--- src/hw/tuwd_pkg.sv ---
// Shared constants and types for the three-wide uop dispatch core
package tuwd_pkg;
  localparam int DEC_WIDTH     = 3;
  localparam int ALLOC_UOPS    = 3;
  localparam int RET_WIDTH     = 3;
  localparam int DEC_BYTES     = 20;
  localparam int VEC_BITS      = 128;
  localparam int DTLB2_ENTRIES = 512;
  localparam int DTLB2_PAGE_KB = 4;
  localparam int ITLB_ENTRIES  = 48;
  localparam int IQ_DEPTH      = 8;
  localparam int RS_DEPTH      = 4;
  localparam int ROB_DEPTH     = 16;
  localparam int ROB_W         = 4;
  localparam int LEN_W         = 5;
  localparam int ID_W          = 8;
  // Stations: three integer, one vector, one memory
  localparam int N_STN         = 5;
  localparam int STN_VEC       = 3;
  localparam int STN_MEM       = 4;
  // Lanes: int ports 0..2, vector ports 0..1, load, store
  localparam int N_LANE        = 7;
  localparam int LN_VEC0       = 3;
  localparam int LN_VEC1       = 4;
  localparam int LN_LOAD       = 5;
  localparam int LN_STORE      = 6;

  typedef enum logic [3:0] {
    OP_ALU, OP_SHIFT, OP_LEA, OP_F2I, OP_STD, OP_BIT, OP_BRANCH, OP_MUL,
    OP_DIV, OP_POPCNT, OP_CRC, OP_FLAGM, OP_VALU, OP_VSHUF, OP_FMUL, OP_FADD
  } tuwd_op_t;

  typedef enum logic [1:0] {MEM_NONE, MEM_LOAD, MEM_STORE} tuwd_mem_t;

  typedef struct packed {
    tuwd_mem_t          mem;
    logic               has_op;
    tuwd_op_t           op;
    logic [LEN_W-1:0]   len;
    logic [ID_W-1:0]    id;
  } tuwd_insn_t;

  typedef struct packed {
    tuwd_op_t           op;
    tuwd_mem_t          mem;
    logic               is_mem;
    logic               wait_mem;
    logic [ROB_W-1:0]   rob;
    logic [ID_W-1:0]    id;
  } tuwd_uop_t;

  typedef struct packed {
    logic [ROB_W-1:0]   rob;
    logic               is_mem;
  } tuwd_cmp_t;
endpackage

--- src/hw/tuwd_core.sv ---
// Three-wide decode, split, steer, dispatch and retire core
`timescale 1ns/1ns
module tuwd_core
  import tuwd_pkg::*;
#(
  parameter int IQ_N    = IQ_DEPTH,
  parameter int RS_N    = RS_DEPTH,
  parameter int ROB_N   = ROB_DEPTH,
  parameter int DTLB2_N = DTLB2_ENTRIES,
  parameter int ITLB_N  = ITLB_ENTRIES,
  parameter int VEC_W   = VEC_BITS
) (
  input  wire logic                       mclk,
  input  wire logic                       resetn,
  input  wire logic [1:0]                 fetch_count,
  input  wire tuwd_insn_t [DEC_WIDTH-1:0] fetch_insn,
  output      logic                       fetch_ready,
  output      logic [N_LANE-1:0]          issue_valid,
  output      tuwd_uop_t [N_LANE-1:0]     issue_uop,
  input  wire logic [N_LANE-1:0]          cmp_valid,
  input  wire tuwd_cmp_t [N_LANE-1:0]     cmp_info,
  output      logic [RET_WIDTH-1:0]       ret_valid,
  output      logic [RET_WIDTH-1:0][ID_W-1:0] ret_id
);
  localparam int IQ_W = $clog2(IQ_N);
  localparam int RS_W = $clog2(RS_N);

  if (DTLB2_N != DTLB2_ENTRIES || DTLB2_PAGE_KB != 4)
    $error("second-level data TLB size unsupported");
  if (ITLB_N != ITLB_ENTRIES)
    $error("instruction TLB size unsupported");
  if (VEC_W != VEC_BITS)
    $error("vector datapath width unsupported");
  if (IQ_N != 2**IQ_W || IQ_N < DEC_WIDTH)
    $error("IQ_N must be a power of two of at least DEC_WIDTH");
  if (ROB_N != 2**ROB_W || RS_N < 2)
    $error("ROB_N must match ROB_W and RS_N must be at least two");

  tuwd_insn_t                    iq_reg [IQ_N];
  logic [IQ_W-1:0]               iq_head_reg;
  logic [IQ_W:0]                 iq_cnt_reg;
  logic [1:0]                    push_n;
  logic [1:0]                    take_n;
  logic [N_STN-1:0][RS_N-1:0]    st_v_reg;
  logic [N_STN-1:0][RS_N-1:0]    st_v_next;
  tuwd_uop_t                     st_u_reg [N_STN][RS_N];
  tuwd_uop_t                     st_u_next [N_STN][RS_N];
  logic [N_LANE-1:0]             pick_ok;
  logic [RS_W-1:0]               pick_idx [N_LANE];
  logic [ROB_N-1:0]              rob_v_reg;
  logic [ROB_N-1:0]              rob_dm_reg;
  logic [ROB_N-1:0]              rob_dc_reg;
  logic [ID_W-1:0]               rob_id_reg [ROB_N];
  logic [ROB_W-1:0]              rob_head_reg;
  logic [ROB_W:0]                rob_cnt_reg;
  logic [DEC_WIDTH-1:0]          acc_m;
  logic [DEC_WIDTH-1:0]          acc_c;
  logic [1:0]                    ret_n;

  function automatic int lane_stn(int l);
    lane_stn = (l < LN_VEC0) ? l : ((l < LN_LOAD) ? STN_VEC : STN_MEM);
  endfunction

  function automatic logic lane_fits(tuwd_uop_t u, int l);
    lane_fits = 1'b1;
    if (l == LN_VEC0) lane_fits = (u.op != OP_FADD);
    if (l == LN_VEC1) lane_fits = u.op inside {OP_VALU, OP_VSHUF, OP_FADD};
    if (l == LN_LOAD) lane_fits = (u.mem == MEM_LOAD);
    if (l == LN_STORE) lane_fits = (u.mem == MEM_STORE);
  endfunction

  function automatic int pick_stn(tuwd_op_t op, int slot);
    case (op)
      OP_SHIFT, OP_F2I:                        pick_stn = 0;
      OP_BIT, OP_BRANCH, OP_MUL, OP_DIV,
      OP_POPCNT, OP_CRC:                       pick_stn = 1;
      OP_FLAGM:                                pick_stn = 2;
      OP_STD:                                  pick_stn = slot % 2;
      OP_VALU, OP_VSHUF, OP_FMUL, OP_FADD:     pick_stn = STN_VEC;
      default:                                 pick_stn = slot;
    endcase
  endfunction

  assign fetch_ready = (IQ_N - int'(iq_cnt_reg)) >= DEC_WIDTH;
  assign push_n      = fetch_ready ? fetch_count : 2'h0;

  // Lowest ready slot per lane; second lane of a station skips the first
  always_comb begin
    int   ls;
    logic lo;
    int   li;
    ls = -1;
    lo = 1'b0;
    li = 0;
    for (int l = 0; l < N_LANE; l++) begin
      pick_ok[l]  = 1'b0;
      pick_idx[l] = '0;
      for (int e = RS_N - 1; e >= 0; e--) begin
        if (st_v_reg[lane_stn(l)][e] &&
            (!st_u_reg[lane_stn(l)][e].wait_mem ||
             rob_dm_reg[st_u_reg[lane_stn(l)][e].rob]) &&
            lane_fits(st_u_reg[lane_stn(l)][e], l) &&
            !(lo && ls == lane_stn(l) && li == e)) begin
          pick_ok[l]  = 1'b1;
          pick_idx[l] = RS_W'(e);
        end
      end
      ls = lane_stn(l);
      lo = pick_ok[l];
      li = int'(pick_idx[l]);
    end
  end

  // Decode and allocate from the queue head, strictly in order
  always_comb begin
    logic [N_STN-1:0][RS_N-1:0] tv;
    tuwd_uop_t                  tu [N_STN][RS_N];
    tuwd_insn_t                 ins;
    tuwd_uop_t                  u;
    logic [6:0]                 byt;
    logic [2:0]                 uops;
    logic                       stop;
    logic                       ok;
    logic                       need;
    logic                       hit;
    int                         s;
    tv   = '0;
    tu   = st_u_reg;
    ins  = '0;
    u    = '0;
    byt  = '0;
    uops = '0;
    stop = 1'b0;
    ok   = 1'b0;
    need = 1'b0;
    hit  = 1'b0;
    s    = 0;
    st_v_next = st_v_reg;
    st_u_next = st_u_reg;
    take_n    = '0;
    acc_m     = '0;
    acc_c     = '0;
    for (int l = 0; l < N_LANE; l++)
      if (pick_ok[l]) st_v_next[lane_stn(l)][pick_idx[l]] = 1'b0;
    for (int i = 0; i < DEC_WIDTH; i++) begin
      ins = iq_reg[IQ_W'(iq_head_reg + IQ_W'(i))];
      tv  = st_v_next;
      tu  = st_u_next;
      ok  = !stop && (i < int'(iq_cnt_reg)) &&
            (int'(byt) + int'(ins.len) <= DEC_BYTES);
      if (int'(uops) + int'(ins.mem != MEM_NONE) + int'(ins.has_op)
          > ALLOC_UOPS) ok = 1'b0;
      if (int'(rob_cnt_reg) + int'(take_n) >= ROB_N) ok = 1'b0;
      for (int k = 0; k < 2; k++) begin
        need       = (k == 0) ? (ins.mem != MEM_NONE) : ins.has_op;
        s          = (k == 0) ? STN_MEM : pick_stn(ins.op, i);
        u.op       = ins.op;
        u.mem      = (k == 0) ? ins.mem : MEM_NONE;
        u.is_mem   = (k == 0);
        u.wait_mem = (k == 1) && (ins.mem == MEM_LOAD);
        u.rob      = ROB_W'(rob_head_reg + ROB_W'(rob_cnt_reg)
                     + ROB_W'(take_n));
        u.id       = ins.id;
        hit        = 1'b0;
        for (int e = 0; e < RS_N; e++) begin
          if (need && !hit && !tv[s][e]) begin
            hit      = 1'b1;
            tv[s][e] = 1'b1;
            tu[s][e] = u;
          end
        end
        if (need && !hit) ok = 1'b0;
      end
      if (ok) begin
        st_v_next = tv;
        st_u_next = tu;
        acc_m[i]  = (ins.mem != MEM_NONE);
        acc_c[i]  = ins.has_op;
        byt       = byt + 7'(ins.len);
        uops      = uops + 3'(acc_m[i]) + 3'(acc_c[i]);
        take_n    = take_n + 2'h1;
      end else begin
        stop = 1'b1;
      end
    end
  end

  // Queue pointers
  always_ff @(posedge mclk or negedge resetn) begin
    if (!resetn) begin
      iq_head_reg <= '0;
      iq_cnt_reg  <= '0;
    end else begin
      iq_head_reg <= iq_head_reg + IQ_W'(take_n);
      iq_cnt_reg  <= iq_cnt_reg + (IQ_W+1)'(push_n) - (IQ_W+1)'(take_n);
    end
  end

  // Queue storage
  always_ff @(posedge mclk) begin
    for (int j = 0; j < DEC_WIDTH; j++)
      if (j < int'(push_n))
        iq_reg[IQ_W'(iq_head_reg + IQ_W'(iq_cnt_reg) + IQ_W'(j))] <=
          fetch_insn[j];
  end

  // Station occupancy and issue registers
  always_ff @(posedge mclk or negedge resetn) begin
    if (!resetn) begin
      st_v_reg    <= '0;
      issue_valid <= '0;
    end else begin
      st_v_reg    <= st_v_next;
      issue_valid <= pick_ok;
    end
  end

  always_ff @(posedge mclk or negedge resetn) begin
    if (!resetn) begin
      issue_uop <= '0;
    end else begin
      for (int l = 0; l < N_LANE; l++)
        issue_uop[l] <= st_u_reg[lane_stn(l)][pick_idx[l]];
    end
  end

  always_ff @(posedge mclk) begin
    st_u_reg <= st_u_next;
  end

  always_comb begin
    logic run;
    run   = 1'b1;
    ret_n = '0;
    for (int r = 0; r < RET_WIDTH; r++) begin
      if (run && rob_v_reg[ROB_W'(rob_head_reg + ROB_W'(r))] &&
          rob_dm_reg[ROB_W'(rob_head_reg + ROB_W'(r))] &&
          rob_dc_reg[ROB_W'(rob_head_reg + ROB_W'(r))])
        ret_n = ret_n + 2'h1;
      else
        run = 1'b0;
    end
  end

  // Reorder buffer state: allocate, finish, retire
  always_ff @(posedge mclk or negedge resetn) begin
    if (!resetn) begin
      rob_v_reg    <= '0;
      rob_dm_reg   <= '0;
      rob_dc_reg   <= '0;
      rob_head_reg <= '0;
      rob_cnt_reg  <= '0;
    end else begin
      for (int r = 0; r < RET_WIDTH; r++)
        if (r < int'(ret_n))
          rob_v_reg[ROB_W'(rob_head_reg + ROB_W'(r))] <= 1'b0;
      for (int l = 0; l < N_LANE; l++) begin
        if (cmp_valid[l] && cmp_info[l].is_mem)
          rob_dm_reg[cmp_info[l].rob] <= 1'b1;
        if (cmp_valid[l] && !cmp_info[l].is_mem)
          rob_dc_reg[cmp_info[l].rob] <= 1'b1;
      end
      for (int i = 0; i < DEC_WIDTH; i++) begin
        if (i < int'(take_n)) begin
          rob_v_reg[ROB_W'(rob_head_reg + ROB_W'(rob_cnt_reg)
                    + ROB_W'(i))] <= 1'b1;
          rob_dm_reg[ROB_W'(rob_head_reg + ROB_W'(rob_cnt_reg)
                     + ROB_W'(i))] <= !acc_m[i];
          rob_dc_reg[ROB_W'(rob_head_reg + ROB_W'(rob_cnt_reg)
                     + ROB_W'(i))] <= !acc_c[i];
        end
      end
      rob_head_reg <= rob_head_reg + ROB_W'(ret_n);
      rob_cnt_reg  <= rob_cnt_reg + (ROB_W+1)'(take_n)
                      - (ROB_W+1)'(ret_n);
    end
  end

  always_ff @(posedge mclk) begin
    for (int i = 0; i < DEC_WIDTH; i++)
      if (i < int'(take_n))
        rob_id_reg[ROB_W'(rob_head_reg + ROB_W'(rob_cnt_reg) + ROB_W'(i))]
          <= iq_reg[IQ_W'(iq_head_reg + IQ_W'(i))].id;
  end

  // Retire outputs
  always_ff @(posedge mclk or negedge resetn) begin
    if (!resetn) begin
      ret_valid <= '0;
      ret_id    <= '0;
    end else begin
      for (int r = 0; r < RET_WIDTH; r++) begin
        ret_valid[r] <= (r < int'(ret_n));
        ret_id[r]    <= rob_id_reg[ROB_W'(rob_head_reg + ROB_W'(r))];
      end
    end
  end
endmodule

--- config.mk ---
export PLATFORM = sky130hd
export DESIGN_NAME = tuwd_core
export DESIGN_NICKNAME = d
export VERILOG_FILES = /design/src/hw/tuwd_pkg.sv /design/src/hw/tuwd_core.sv
export SDC_FILE = /design/constraint.sdc
export NUM_CORES = 2
export LEC_CHECK = 0
export BUFFER_PORTS_ARGS = -buffer_cell sky130_fd_sc_hd__buf_2
export CAP_MARGIN = 20
export CORE_MARGIN = 10
export CORE_UTILIZATION = 25
export CTS_CLUSTER_SIZE = 8
export DETAILED_ROUTE_END_ITERATION = 10
export HOLD_SLACK_MARGIN = 0.06
export PLACE_DENSITY = 0.49
export SETUP_SLACK_MARGIN = 0.3
export SYNTH_ARGS = -nofsm -noshare
export SYNTH_HDL_FRONTEND = slang
export SYNTH_SLANG_ARGS = --single-unit
--- constraint.sdc ---
create_clock -name mclk -period 15.6 [get_ports mclk]
set_input_delay 2.34 -clock mclk [delete_from_list [all_inputs] [get_ports mclk]]
set_output_delay 2.34 -clock mclk [all_outputs]
set_load 0.05 [all_outputs]
==> flow_metrics.py <==
metrics = {
    "floorplanning": {
        "dieArea_um2": 268000,
        "ioPinCount": 281,
        "core_area_um2": 246000,
        "die_h_um": 518,
        "start_util_pct": 25.1,
        "dieWidth_um": 518,
        "rows": 182,
    },
    "sta": {
        "finalHoldViolations": 0,
        "rsz0062_at_grt": "no",
        "drv_slew": 0,
        "setup_viol": 0,
        "slew_headroom_pct": 9.92,
        "period_share_pct": 84.4,
        "finClkSkew_ps": 61.5,
        "period_needed_ps": 13170,
        "max_freq_ghz": 0.0759,
        "finalSetupTns_ps": 0,
        "worstMarginPinSlew_ps": 1340,
    },
    "yosys": {
        "async_reset_ff_share_pct": 27.3,
        "syn_inst": 6558,
        "yosysUniqueCellTypes": 126,
        "synth-seq-cells": 946,
        "syn_avg_cell_area_um2": 9.44,
        "ys_seq_area_share_pct": 37.3,
        "synthTopCellsByArea": "edfxtp_1 14%, mux2i_1 13%, dfxtp_1 13%, dfrtp_1 10%, mux4_2 8.2%",
        "synth_top_area_share_pct": 14.0,
        "ys_warn_count": 0,
        "yosys.area.top_type": "edfxtp_1",
        "synth_edf_count": 288,
        "synth_ff_type": "dfxtp_1",
        "netlist_area_um2": 61900,
        "synth_nets": 6732,
    },
    "worst_setup_path": {
        "cp_top_family": "compound AO/OA/AOI/OAI gates",
        "path_common_cell": "nor2_1",
        "critPathLaunchType": "flip-flop",
        "critPathBufInv": 2,
        "cp_slowest_stage_delay_ps": 1070,
        "crit_path_max_fanout": 23,
        "crit_path_end_kind": "flip-flop",
        "critical_path.slowest_cell": "dfrtp_1",
        "crit_start": "rob_dm_reg[8]",
        "critPathKind": "reg -> reg",
        "crit-reg2reg-launch": "rob_dm_reg[8]",
        "cp.required_ps": 16060,
        "worst_ep_arrival_time_ps": 13630,
    },
    "global_route": {
        "grt_pass1_wl_um": 415000,
        "globalRoute.totalOverflow": 0,
        "grt_max_degree": 65,
        "grt_util_met1_pct": 27.4,
        "grt_use_total_pct": 20.8,
        "met2_usage_pct": 32.0,
        "antenna_found_initial": 43,
        "busiest_layer": "met2",
        "grtUsageMet3_pct": 4.85,
        "grt_pass1_vias": 54100,
    },
    "detailed_routing": {
        "dr.pass1.iters": 6,
        "drc": 0,
        "wl_per_cell_um": 29.8,
        "wl_um": 296000,
        "via_count": 56700,
        "via_per_inst": 5.71,
        "final_antenna_net_count": 0,
        "drt_iter0_drc": 7219,
    },
    "clock_network": {
        "cts.sink_count": 946,
        "cts_max_level": 4,
        "ctsHoldBuffers": 0,
        "cts_tree": "done",
        "clk_latency_ps": 840,
        "post_cts_resized": 0,
        "clk_path_buf_depth": 3,
        "postCtsSetupRepairBufs": 0,
        "numCtsBuffers": 141,
        "cts_root_buffer": "clkbuf_16",
        "path_clk_slew_ps": 60,
    },
    "run": {
        "maxCapViolCount": 0,
    },
    "layout": {
        "num-nets-final": 6663,
        "largest_register_ffs": 400,
        "area_growth_pct": 14.8,
        "drive_gt1_share_pct": 17.3,
        "n_fill_cell": 25600,
    },
    "worst_hold_path": {
        "hold_start": "st_u_reg[374]",
        "hold_class": "reg -> reg",
    },
    "placement": {
        "place_congestion": 0.943,
        "hpwl_um": 205000,
        "portBuffers": 280,
    },
    "status": {
        "status": "completed",
    },
}
layout make-up:
class                   count  area, um2  area share, %
multi-input cells        4840      36200           50.9
flip-flops and latches    946      23100           32.6
well taps                3312       4140           5.83
clock buffers             222       3880           5.47
repair buffers            477       3010           4.23
clock inverters            20        375          0.528
inverters                  83        312          0.439
diodes                     16       40.0         0.0564
layout by cell type, fill, tap and decap left out, drive strengths merged, types with 154 or more instances in the layout:
cell	n
nand2	574
a22oi	154
mux2i	806
a211oi	318
nor2	511
a21oi	426
edfxtp	288
dfrtp	258
o21ai	552
clkbuf	225
dfxtp	400
mux4	226
buf	474
routing by layer:
| layer | wire (um) | up-vias |
|---|---|---|
| li1 | - | 24400 |
| met1 | 122000 | 28300 |
| met2 | 129000 | 3258 |
| met3 | 27000 | 701 |
| met4 | 16600 | 34 |
| met5 | 201 | - |
logic make-up (layout without fill, tap and decap cells):
| logic type | Yosys count | after routing | share of synthesized area, % |
|---|---|---|---|
| AOI/OAI and AO/OA | 1879 | 1879 | 19.4 |
| xor gates and xnor gates | 36 | 36 | 0.509 |
| adders and majority gates | 71 | 71 | 1.56 |
| buffers and inverters | 772 | 802 | 5.28 |
| DFF | 946 | 946 | 37.3 |
| muxes | 1094 | 1094 | 22.4 |
| other | 0 | 16 | 0 |
| and+or+nand+nor | 1760 | 1760 | 13.4 |
worst paths after layout:
path	end	slack (ps)	depth (start not counted)
max	rob_id_reg[10][7]	2430	38
min	st_u_reg[374]	450	1
max reg2reg	rob_id_reg[10][7]	2430	38
min reg2reg	st_u_reg[374]	450	1
max in group asynchronous	issue_uop[1]	12130	3
min in group asynchronous	issue_uop[81]	1460	1
cells in the mapped netlist, drive strengths merged, types with 138 or more instances:
library cell and instances:
dfxtp 400, nand2 574, a22oi 154, edfxtp 288, a21oi 426, a211oi 318, buf 236, dfrtp 258
clkbuf 453, nor3 138, mux4 226, nor2 511, o21ai 552, nand3 138, mux2i 806
through the flow:
step	cell area, um2	std cells	hold slack (ps)	setup WS (ps)	util, %
2_1_floorplan	61900	6558	429	4880	-
3_3_place_gp	66500	9643	441	2850	27.0
3_5_place_dp	66500	9647	445	2670	27.0
4_1_cts	70800	9889	459	2650	28.8
5_1_grt	71000	9905	472	1830	28.8
6_report	71000	9916	455	2430	28.9
Power is not shown: default switching activity piles up to over one toggle a cycle in this logic, so the estimate is an artifact.
